## src/core/link_cfg_defs.svh

```systemverilog
// Constants for the serial link mode and parameter configuration block.
// Assumes inclusion by bare name from core/ files; definitions only.
// Function
// - Interleaved dual-input mode samples twice per clock, channels out of phase.
// - Interleaved mode processes data exactly like ordinary single-channel mode.
// - Framing parameters other than K and E derive from the link mode select value.
// - Interleave flag is 1 for single-channel modes, 0 for dual-channel.
// - R bits per lane per clock set PLL multiplier or bypass.
// - K comes from the minus-one field, used only in 8B/10B.
// - E is fixed at one, used only in 64B/66B.
// - 8B/10B sends alignment sequence; 64B/66B sends none but frames alike.
// - ADJCNT, ADJDIR, BID, CF, HD, RES1, RES2 are reported as zero.
// - Control-bits-per-sample reported as zero even when samples carry control.
// - JESDV and SUBCLASSV are reported as one.
// - DID comes from a user field and identifies the link.
// - SCR follows the user scrambler enable bit.
// - Checksum is the sum of parameter octets 0 to 12 modulo 256.
// - M is derived from the mode for lane packing.
// - N and N' are derived from the mode.
// - In 8B/10B, receiver sync request starts code group sync and alignment sequence; 64B/66B ignores it.
`ifndef LINK_CFG_DEFS_SVH
`define LINK_CFG_DEFS_SVH

`define MODE_W          5
`define NUM_MODES       28
`define ILAS_OCTETS     14
`define ILAS_LAST_IDX   4'hd
`define FIFO_DEPTH      4
`define ONE_BIT         1'h1
`define ZERO_BIT        1'h0
`define JESDV_VAL       3'h1
`define SUBCLASSV_VAL   3'h1
`define E_FIXED         8'h01
`define MUX_BOTH        2'h3

`endif

```

## src/core/link_cfg_pkg.sv

```systemverilog
// Types shared by the link configuration block.
// Assumes link_cfg_defs.svh is on the include path.
package link_cfg_pkg;
  typedef logic [4:0] link_mode_t;
  typedef logic [7:0] octet_t;
  typedef enum logic [1:0] {
    ST_IDLE = 2'b00,
    ST_CGS  = 2'b01,
    ST_ILAS = 2'b10,
    ST_DATA = 2'b11
  } link_state_t;
  typedef struct packed {
    logic       valid;
    logic       des;
    logic [2:0] r_code;
    logic [4:0] n;
    logic       cs;
    logic [4:0] nprime;
    logic [3:0] l;
    logic [3:0] m;
    logic [3:0] f;
    logic [3:0] s;
    logic       hd;
  } mode_row_t;
endpackage

```

## src/core/link_cfg.sv

```systemverilog
// Link mode decode, alignment-sequence parameter octets and link start sequencing.
// Assumes sys_clk at 100 MHz; all inputs synchronous; sync_n low requests resync.
`timescale 1ns/100ps
`default_nettype none
`include "link_cfg_defs.svh"
module link_cfg (
  input  wire logic                    sys_clk,
  input  wire logic                    rst_n,
  input  wire link_cfg_pkg::link_mode_t link_mode_select,
  input  wire logic [7:0]              frames_per_multiframe_minus_one,
  input  wire logic [1:0]              single_input_select,
  input  wire logic [7:0]              device_id,
  input  wire logic                    scrambler_en,
  input  wire logic                    enc_64b66b,
  input  wire logic                    link_en,
  input  wire logic                    sync_n,
  output logic                         mode_valid,
  output logic                         interleave_flag,
  output logic                         dual_input_interleave,
  output logic                         sample_both_phases,
  output logic                         sel_analog_input_b,
  output logic [2:0]                   lane_bits_code,
  output logic                         pll_bypass,
  output logic [1:0]                   links,
  output logic [4:0]                   res_n,
  output logic [4:0]                   res_nprime,
  output logic [3:0]                   conv_m,
  output logic [3:0]                   lanes_l,
  output logic [3:0]                   octets_f,
  output logic [3:0]                   samples_s,
  output logic [8:0]                   frames_k,
  output logic [7:0]                   blocks_e,
  output logic                         cgs_active,
  output logic                         ilas_active,
  output logic                         data_active,
  output logic [7:0]                   ilas_octet,
  output logic                         ilas_valid,
  input  wire logic                    ilas_ready,
  output logic [7:0]                   ilas_checksum
);
  import link_cfg_pkg::*;

  // ---------------------------------------------------------------
  // Mode table decode
  // ---------------------------------------------------------------
  // r_code: 0=0.625 1=1.25 2=2 3=2.5 4=4 5=5 (bits per lane per clock)
  function automatic mode_row_t decode_mode(input link_mode_t md);
    mode_row_t r;
    r = '0;
    unique case (md)
      5'h00: r = '{1'h1, 1'h1, 3'h4, 5'h0c, 1'h0, 5'h0c, 4'h4, 4'h4, 4'h8, 4'h5, 1'h0};
      5'h01: r = '{1'h1, 1'h1, 3'h2, 5'h0c, 1'h0, 5'h0c, 4'h8, 4'h8, 4'h8, 4'h5, 1'h0};
      5'h02: r = '{1'h1, 1'h0, 3'h4, 5'h0c, 1'h0, 5'h0c, 4'h4, 4'h4, 4'h8, 4'h5, 1'h0};
      5'h03: r = '{1'h1, 1'h0, 3'h2, 5'h0c, 1'h0, 5'h0c, 4'h8, 4'h8, 4'h8, 4'h5, 1'h0};
      5'h05: r = '{1'h1, 1'h1, 3'h3, 5'h08, 1'h0, 5'h08, 4'h4, 4'h1, 4'h1, 4'h4, 1'h0};
      5'h06: r = '{1'h1, 1'h1, 3'h1, 5'h08, 1'h0, 5'h08, 4'h8, 4'h1, 4'h1, 4'h8, 1'h0};
      5'h07: r = '{1'h1, 1'h0, 3'h3, 5'h08, 1'h0, 5'h08, 4'h4, 4'h1, 4'h1, 4'h4, 1'h0};
      5'h08: r = '{1'h1, 1'h0, 3'h1, 5'h08, 1'h0, 5'h08, 4'h8, 4'h1, 4'h1, 4'h8, 1'h0};
      5'h0a: r = '{1'h1, 1'h0, 3'h5, 5'h0f, 1'h1, 5'h10, 4'h2, 4'h2, 4'h2, 4'h1, 1'h0};
      5'h0b: r = '{1'h1, 1'h0, 3'h3, 5'h0f, 1'h1, 5'h10, 4'h4, 4'h2, 4'h2, 4'h2, 1'h0};
      5'h0c: r = '{1'h1, 1'h0, 3'h1, 5'h0f, 1'h1, 5'h10, 4'h8, 4'h2, 4'h2, 4'h4, 1'h0};
      5'h0d: r = '{1'h1, 1'h0, 3'h5, 5'h0f, 1'h1, 5'h10, 4'h1, 4'h2, 4'h4, 4'h1, 1'h0};
      5'h0e: r = '{1'h1, 1'h0, 3'h3, 5'h0f, 1'h1, 5'h10, 4'h2, 4'h2, 4'h2, 4'h1, 1'h0};
      5'h0f: r = '{1'h1, 1'h0, 3'h1, 5'h0f, 1'h1, 5'h10, 4'h4, 4'h2, 4'h2, 4'h2, 1'h0};
      5'h10: r = '{1'h1, 1'h0, 3'h0, 5'h0f, 1'h1, 5'h10, 4'h8, 4'h2, 4'h2, 4'h4, 1'h0};
      5'h13: r = '{1'h1, 1'h1, 3'h3, 5'h0c, 1'h0, 5'h0c, 4'h6, 4'h1, 4'h2, 4'h8, 1'h1};
      5'h14: r = '{1'h1, 1'h0, 3'h3, 5'h0c, 1'h0, 5'h0c, 4'h6, 4'h1, 4'h2, 4'h8, 1'h1};
      5'h15: r = '{1'h1, 1'h1, 3'h5, 5'h0f, 1'h1, 5'h10, 4'h2, 4'h1, 4'h2, 4'h2, 1'h0};
      5'h16: r = '{1'h1, 1'h1, 3'h3, 5'h0f, 1'h1, 5'h10, 4'h4, 4'h1, 4'h2, 4'h4, 1'h0};
      5'h17: r = '{1'h1, 1'h1, 3'h5, 5'h0f, 1'h1, 5'h10, 4'h1, 4'h1, 4'h2, 4'h1, 1'h0};
      5'h18: r = '{1'h1, 1'h1, 3'h3, 5'h0f, 1'h1, 5'h10, 4'h2, 4'h1, 4'h2, 4'h2, 1'h0};
      5'h19: r = '{1'h1, 1'h1, 3'h1, 5'h0f, 1'h1, 5'h10, 4'h8, 4'h1, 4'h2, 4'h8, 1'h0};
      5'h1a: r = '{1'h1, 1'h1, 3'h1, 5'h0f, 1'h1, 5'h10, 4'h4, 4'h1, 4'h2, 4'h4, 1'h0};
      5'h1b: r = '{1'h1, 1'h1, 3'h0, 5'h0f, 1'h1, 5'h10, 4'h8, 4'h1, 4'h2, 4'h8, 1'h0};
      default: r = '0;
    endcase
    return r;
  endfunction

  // ---------------------------------------------------------------
  // Registered derived parameters
  // ---------------------------------------------------------------
  mode_row_t row_next;
  mode_row_t row_reg;
  logic      both_inputs;

  assign row_next    = decode_mode(link_mode_select);
  assign both_inputs = single_input_select == `MUX_BOTH;

  always_ff @(posedge sys_clk or negedge rst_n) begin
    if (!rst_n) begin
      row_reg <= '0;
    end else begin
      row_reg <= row_next;
    end
  end

  assign mode_valid      = row_reg.valid;
  assign interleave_flag = row_reg.des;
  assign lane_bits_code  = row_reg.r_code;
  // Rates below two bits per clock (codes 0 and 1) are produced by dividing the clock, so the PLL is bypassed
  assign pll_bypass      = row_reg.valid &&
                           (row_reg.r_code == 3'h0 || row_reg.r_code == 3'h1);
  assign links           = row_reg.valid ? 2'h2 : 2'h0;
  assign res_n           = row_reg.n;
  assign res_nprime      = row_reg.nprime;
  assign conv_m          = row_reg.m;
  assign lanes_l         = row_reg.l;
  assign octets_f        = row_reg.f;
  assign samples_s       = row_reg.s;

  // ---------------------------------------------------------------
  // Interleaved dual-input control
  // ---------------------------------------------------------------
  logic dual_reg;
  logic phase_reg;

  always_ff @(posedge sys_clk or negedge rst_n) begin
    if (!rst_n) begin
      dual_reg <= `ZERO_BIT;
    end else begin
      dual_reg <= row_next.valid && row_next.des && both_inputs;
    end
  end

  // Phase toggles each clock: channel B samples on the opposite half
  always_ff @(posedge sys_clk or negedge rst_n) begin
    if (!rst_n) begin
      phase_reg <= `ZERO_BIT;
    end else begin
      phase_reg <= ~phase_reg;
    end
  end

  assign dual_input_interleave = dual_reg;
  assign sample_both_phases    = row_reg.des;
  // Downstream sees one stream either way; only the input mux differs
  assign sel_analog_input_b    = dual_reg ? phase_reg : single_input_select[0];

  // ---------------------------------------------------------------
  // K and E
  // ---------------------------------------------------------------
  logic [8:0] k_reg;

  always_ff @(posedge sys_clk or negedge rst_n) begin
    if (!rst_n) begin
      k_reg <= 9'h000;
    end else begin
      k_reg <= enc_64b66b ? 9'h000 : {1'b0, frames_per_multiframe_minus_one} + 9'h001;
    end
  end

  assign frames_k = k_reg;
  assign blocks_e = enc_64b66b ? `E_FIXED : 8'h00;

  // ---------------------------------------------------------------
  // Alignment sequence octets
  // ---------------------------------------------------------------
  function automatic octet_t ilas_byte(input logic [3:0] idx, input mode_row_t r,
                                       input logic [7:0] did, input logic [7:0] km1,
                                       input logic scr);
    octet_t o;
    o = 8'h00;
    unique case (idx)
      4'h0: o = did;
      4'h1: o = 8'h00;
      4'h2: o = 8'h00;
      4'h3: o = {scr, 3'h0, r.l - 4'h1};
      4'h4: o = {4'h0, r.f - 4'h1};
      4'h5: o = {3'h0, km1[4:0]};
      4'h6: o = {4'h0, r.m - 4'h1};
      4'h7: o = {3'h0, r.n - 5'h01};
      4'h8: o = {`SUBCLASSV_VAL, r.nprime - 5'h01};
      4'h9: o = {`JESDV_VAL, 1'b0, r.s - 4'h1};
      4'ha: o = 8'h00;
      4'hb: o = 8'h00;
      4'hc: o = 8'h00;
      default: o = 8'h00;
    endcase
    return o;
  endfunction

  logic [7:0] sum_w [`ILAS_OCTETS];
  genvar gi;
  generate
    for (gi = 0; gi < `ILAS_OCTETS - 1; gi++) begin : g_sum
      if (gi == 0) begin : g_first
        assign sum_w[gi] = ilas_byte(4'(gi), row_reg, device_id,
                                     frames_per_multiframe_minus_one, scrambler_en);
      end else begin : g_rest
        assign sum_w[gi] = sum_w[gi-1] + ilas_byte(4'(gi), row_reg, device_id,
                                     frames_per_multiframe_minus_one, scrambler_en);
      end
    end
  endgenerate
  assign sum_w[`ILAS_OCTETS-1] = sum_w[`ILAS_OCTETS-2];

  always_ff @(posedge sys_clk or negedge rst_n) begin
    if (!rst_n) begin
      ilas_checksum <= 8'h00;
    end else begin
      ilas_checksum <= sum_w[`ILAS_OCTETS-1];
    end
  end

  // ---------------------------------------------------------------
  // Link start sequencing
  // ---------------------------------------------------------------
  link_state_t state_reg;
  link_state_t state_next;
  logic [3:0]  idx_reg;
  logic        push;
  logic        fifo_in_ready;
  octet_t      push_octet;

  assign push = state_reg == ST_ILAS && fifo_in_ready;
  assign push_octet = (idx_reg == `ILAS_LAST_IDX) ? ilas_checksum :
                      ilas_byte(idx_reg, row_reg, device_id,
                                frames_per_multiframe_minus_one, scrambler_en);

  always_comb begin
    state_next = state_reg;
    unique case (state_reg)
      ST_IDLE: if (link_en && row_reg.valid) state_next = enc_64b66b ? ST_DATA : ST_CGS;
      ST_CGS:  if (sync_n) state_next = ST_ILAS;
      ST_ILAS: if (push && idx_reg == `ILAS_LAST_IDX) state_next = ST_DATA;
      ST_DATA: if (!enc_64b66b && !sync_n) state_next = ST_CGS;
    endcase
    if (!link_en) state_next = ST_IDLE;
  end

  always_ff @(posedge sys_clk or negedge rst_n) begin
    if (!rst_n) begin
      state_reg <= ST_IDLE;
    end else begin
      state_reg <= state_next;
    end
  end

  always_ff @(posedge sys_clk or negedge rst_n) begin
    if (!rst_n) begin
      idx_reg <= 4'h0;
    end else if (state_reg != ST_ILAS) begin
      idx_reg <= 4'h0;
    end else if (push) begin
      idx_reg <= idx_reg + 4'h1;
    end
  end

  assign cgs_active  = state_reg == ST_CGS;
  assign ilas_active = state_reg == ST_ILAS;
  assign data_active = state_reg == ST_DATA;

  // ---------------------------------------------------------------
  // Octet buffer toward the lane framer
  // ---------------------------------------------------------------
  octet_fifo #(
    .WIDTH (8),
    .DEPTH (`FIFO_DEPTH)
  ) u_fifo (
    .sys_clk   (sys_clk),
    .rst_n     (rst_n),
    .in_valid  (state_reg == ST_ILAS),
    .in_ready  (fifo_in_ready),
    .in_data   (push_octet),
    .out_valid (ilas_valid),
    .out_ready (ilas_ready),
    .out_data  (ilas_octet)
  );
endmodule
`default_nettype wire

```

## src/core/octet_fifo.sv

```systemverilog
// Small synchronous FIFO for the alignment-sequence octet stream.
// Assumes one clock; width and depth are parameters, depth a power of two.
`timescale 1ns/100ps
`default_nettype none
module octet_fifo #(
  parameter int WIDTH = 8,
  parameter int DEPTH = 4
) (
  input  wire logic             sys_clk,
  input  wire logic             rst_n,
  input  wire logic             in_valid,
  output logic                  in_ready,
  input  wire logic [WIDTH-1:0] in_data,
  output logic                  out_valid,
  input  wire logic             out_ready,
  output logic [WIDTH-1:0]      out_data
);
  localparam int AW = $clog2(DEPTH);
  logic [WIDTH-1:0] mem_reg [DEPTH];
  logic [AW:0]      wr_ptr_reg;
  logic [AW:0]      rd_ptr_reg;
  logic             push;
  logic             pop;

  assign in_ready  = (wr_ptr_reg - rd_ptr_reg) != (AW+1)'(DEPTH);
  assign out_valid = wr_ptr_reg != rd_ptr_reg;
  assign push      = in_valid && in_ready;
  assign pop       = out_valid && out_ready;

  always_ff @(posedge sys_clk) begin
    if (push) begin
      mem_reg[wr_ptr_reg[AW-1:0]] <= in_data;
    end
  end

  // Pointers carry one extra bit so full and empty differ without a flag
  always_ff @(posedge sys_clk or negedge rst_n) begin
    if (!rst_n) begin
      wr_ptr_reg <= '0;
      rd_ptr_reg <= '0;
    end else begin
      if (push) wr_ptr_reg <= wr_ptr_reg + 1'b1;
      if (pop)  rd_ptr_reg <= rd_ptr_reg + 1'b1;
    end
  end

  always_comb begin
    out_data = mem_reg[rd_ptr_reg[AW-1:0]];
  end
endmodule
`default_nettype wire

```

## config.mk

```make
export PLATFORM = sky130hd
export DESIGN_NAME = link_cfg
export DESIGN_NICKNAME = d
export VERILOG_FILES = /design/src/core/link_cfg_pkg.sv /design/src/core/link_cfg.sv /design/src/core/octet_fifo.sv
export VERILOG_INCLUDE_DIRS = /design/src /design/src/core
export SDC_FILE = /design/constraint.sdc
export NUM_CORES = 1
export LEC_CHECK = 0
export BUFFER_PORTS_ARGS = -buffer_cell sky130_fd_sc_hd__buf_4
export CORE_MARGIN = 2
export CORE_UTILIZATION = 30
export DETAILED_ROUTE_END_ITERATION = 8
export PLACE_DENSITY = 0.5
export SYNTH_ARGS = -nofsm -noshare
export SYNTH_HDL_FRONTEND = slang
export SYNTH_SLANG_ARGS = --single-unit
export TNS_END_PERCENT = 50
```

## constraint.sdc

```tcl
create_clock -name sys_clk -period 6.7 [get_ports sys_clk]
set_clock_uncertainty 0.05 [all_clocks]
set_input_delay 1.675 -clock sys_clk [delete_from_list [all_inputs] [get_ports sys_clk]]
set_output_delay 1.675 -clock sys_clk [all_outputs]
set_load 0.01 [all_outputs]
```

==> impl_metrics.py <==
metrics = {
    "placed_design": {
        "place_area_mm2": 0.006454,
        "gp_congestion": 0.8674,
        "port_buffers": 92,
        "hpwl_um": 10840,
    },
    "route": {
        "wl_met1_um": 6315,
        "route.detailed.drc": 0,
        "routedWlPerCell_um": 16.69,
        "met2_length_um": 6987,
        "route.met3.wl_um": 587,
        "maxUsedRoutingLayer": "met4",
        "drtIter0Drc": 202,
        "viasPerCell": 4.648,
        "ant_nets": 0,
        "drt_first_pass_iters": 4,
        "postRouteWirelength_um": 14040,
        "vias": 3909,
    },
    "setup_path": {
        "required_ns": 6.92,
        "reg2reg_depth": 15,
        "path_class": "input pin to register",
        "critPathMaxFanout": 6,
        "critPathArrivalTime_ns": 5.22,
        "startpoint_type": "input pin",
        "cp-end-kind": "register",
    },
    "yosys": {
        "ys_top_cells_by_area": "dfrtp_1, edfxtp_1, ha_1",
        "avgSynthCellArea_um2": 10.71,
        "synth_commonest_cells": "inv_1, dfrtp_1, ha_1",
        "ys.warnings.count": 0,
        "syn_inst": 528,
        "synth_most_common_cell": "inv_1",
        "netlist.top_cell.by_area": "dfrtp_1",
        "async_flop_share_pct": 63.64,
        "synth_seq_area_share_pct": 41.77,
        "syn_area_mm2": 0.005655,
        "ys_seq_elements": 88,
        "yosysTopAreaCellShare_pct": 24.78,
        "synth_edf_count": 32,
        "synth-main-ff-cell": "dfrtp_1",
        "synth_cell_types": 58,
    },
    "power": {
        "ir_worst_vdd_v": 0.0001729,
        "leakagePower_nw": 3.047,
        "powerDensity_mw_per_mm2": 383.0,
    },
    "sta": {
        "finalSetupTns_ns": 0,
        "period_minus_slack_ns": 4.999,
        "hold_violations": 0,
        "period_share_pct": 74.62,
        "fmax_mhz": 200.0,
        "timing.max_slew.rel_slack_pct": 49.39,
        "grt_setup_unrepaired": "false",
        "setup_violations": 0,
        "final_max_slew_viol_count": 0,
        "worstMarginPinSlew_ns": 0.7591,
        "timing.hold.ws_ns": 0.3753,
    },
    "die": {
        "core_area_mm2": 0.01858,
        "die_x_um": 141.3,
        "rows": 50,
        "die_y_um": 141.3,
        "io_pins": 104,
        "start_util_pct": 30.44,
        "die_area_mm2": 0.01997,
    },
    "finish": {
        "fillers": 1858,
        "final_layout_size_suffix_gt1_share_pct": 20.76,
        "syn_to_final_growth_pct": 18.92,
        "layout.nets": 705,
        "insertedDiodeCount": 0,
        "largest_register_ff_count": 32,
        "design_area_mm2": 0.006725,
    },
    "global_route": {
        "grt_first_pass_wirelength_um": 22510,
        "grt.total_usage_pct": 14.76,
        "antenna_found_initial": 0,
        "gr-total-overflow": 0,
        "grt_max_degree": 57,
        "grt_pass1_vias": 4114,
    },
    "hold_path": {
        "min_path_cells": 1,
        "hp-class": "register to register",
    },
    "cts": {
        "cts_root_buf": "clkbuf_16",
        "cts-hold-fix-buffers": 0,
        "cts_setup_buffers": 0,
        "cts.repair.resized": 0,
        "cts_sinks": 88,
        "cts_tree": "done",
        "htree_levels": 3,
        "max-clock-path-buffers": 2,
        "clock_latency_ns": 0.35,
        "numCtsBuffers": 9,
        "path_clk_slew_ns": 0.06,
    },
    "job": {
        "maxCapViolations": 0,
    },
    "status": {
        "status": "finished, final reports clean",
    },
}
final cells by class:
| type | instances | area, um^2 | area share (%) |
|---|---|---|---|
| Timing Repair Buffer | 92 | 690.7 | 10.27 |
| Clock inverter | 6 | 42.54 | 0.6326 |
| Tap cell | 234 | 292.8 | 4.353 |
| Clock buffer | 10 | 229.0 | 3.405 |
| Inverter | 73 | 274.0 | 4.074 |
| Sequential cell | 88 | 2362 | 35.13 |
| Multi-Input combinational cell | 338 | 2834 | 42.14 |
where the power goes:
part	switching [mW]	internal [mW]	leakage, nW
clock network	0.213	0.253	0.129
registers	0.0995	0.686	0.993
logic	0.691	0.633	1.93
total	1.00	1.57	3.05
stage by stage:
step	total power, mW	setup WS, ns	instances	util (%)
after detailed placement	2.140	1.334	825	34.73
after global placement	2.101	1.386	825	34.73
after floorplan	1.745	1.681	538	-
final	2.576	1.701	841	36.20
after CTS	2.621	1.699	841	36.20
after global routing	2.828	1.513	841	36.20
cell families (layout without fill, tap and decap cells):
family | count (synthesis) | in the layout | share of synthesized area (%)
buf+inv | 112 | 181 | 8.783
other cells | 1 | 11 | 0.06631
mux | 19 | 19 | 5.442
xor+xnor | 32 | 32 | 4.956
compound gates | 97 | 97 | 10.77
fa+ha+maj | 73 | 73 | 19.07
flops | 88 | 88 | 41.77
simple gates | 106 | 106 | 9.138
layer usage:
metal  track usage (%)  vias to the layer above
li1                  -                     1906
met1             19.46                     1897
met2             24.78                       94
met3             3.240                       12
met4             3.737                        0
met5                 0                        -
worst paths after layout:
path / endpoint / slack, ns / start
min in group asynchronous: ilas_checksum[6]$_DFF_PN0_ / 1.33 / rst_n
setup / recovery: ilas_checksum[7]$_DFF_PN0_ / 1.70 / frames_per_multiframe_minus_one[3]
hold / removal: phase_reg$_DFF_PN0_ / 0.38 / phase_reg$_DFF_PN0_
setup reg to reg: ilas_checksum[7]$_DFF_PN0_ / 2.11 / res_n[1]$_DFF_PN0_
hold reg to reg: phase_reg$_DFF_PN0_ / 0.38 / phase_reg$_DFF_PN0_
max in group asynchronous: state_reg[1]$_DFFE_PN0P_ / 4.74 / rst_n
critical path: stages:
cell	delay (ns)
buf_4	0.12
inv_1	0.08
fa_1	0.51
fa_1	0.54
fa_1	0.54
fa_1	0.62
inv_1	0.06
ha_1	0.29
a21o_1	0.17
a21oi_1	0.22
o21bai_1	0.09
a21oi_1	0.17
xnor2_1	0.13
placed cells by master (no fill, tap or decap), types with 8 or more instances in the layout:
cell       synthesis  routed
a21oi_1           23      23
buf_4             17      92
clkbuf_16          0       9
conb_1             1      11
dfrtp_1           56      56
edfxtp_1          32      32
fa_1              22      22
ha_1              51      51
inv_1             73      73
mux4_2             9       9
nand2_1           42      42
nand3_1            8       8
nor2_1            14      14
nor3_1             8       8
o21ai_0           33      33
xnor2_1           24      24
xor2_1             8       8
Power figures use the tool's default switching activity.
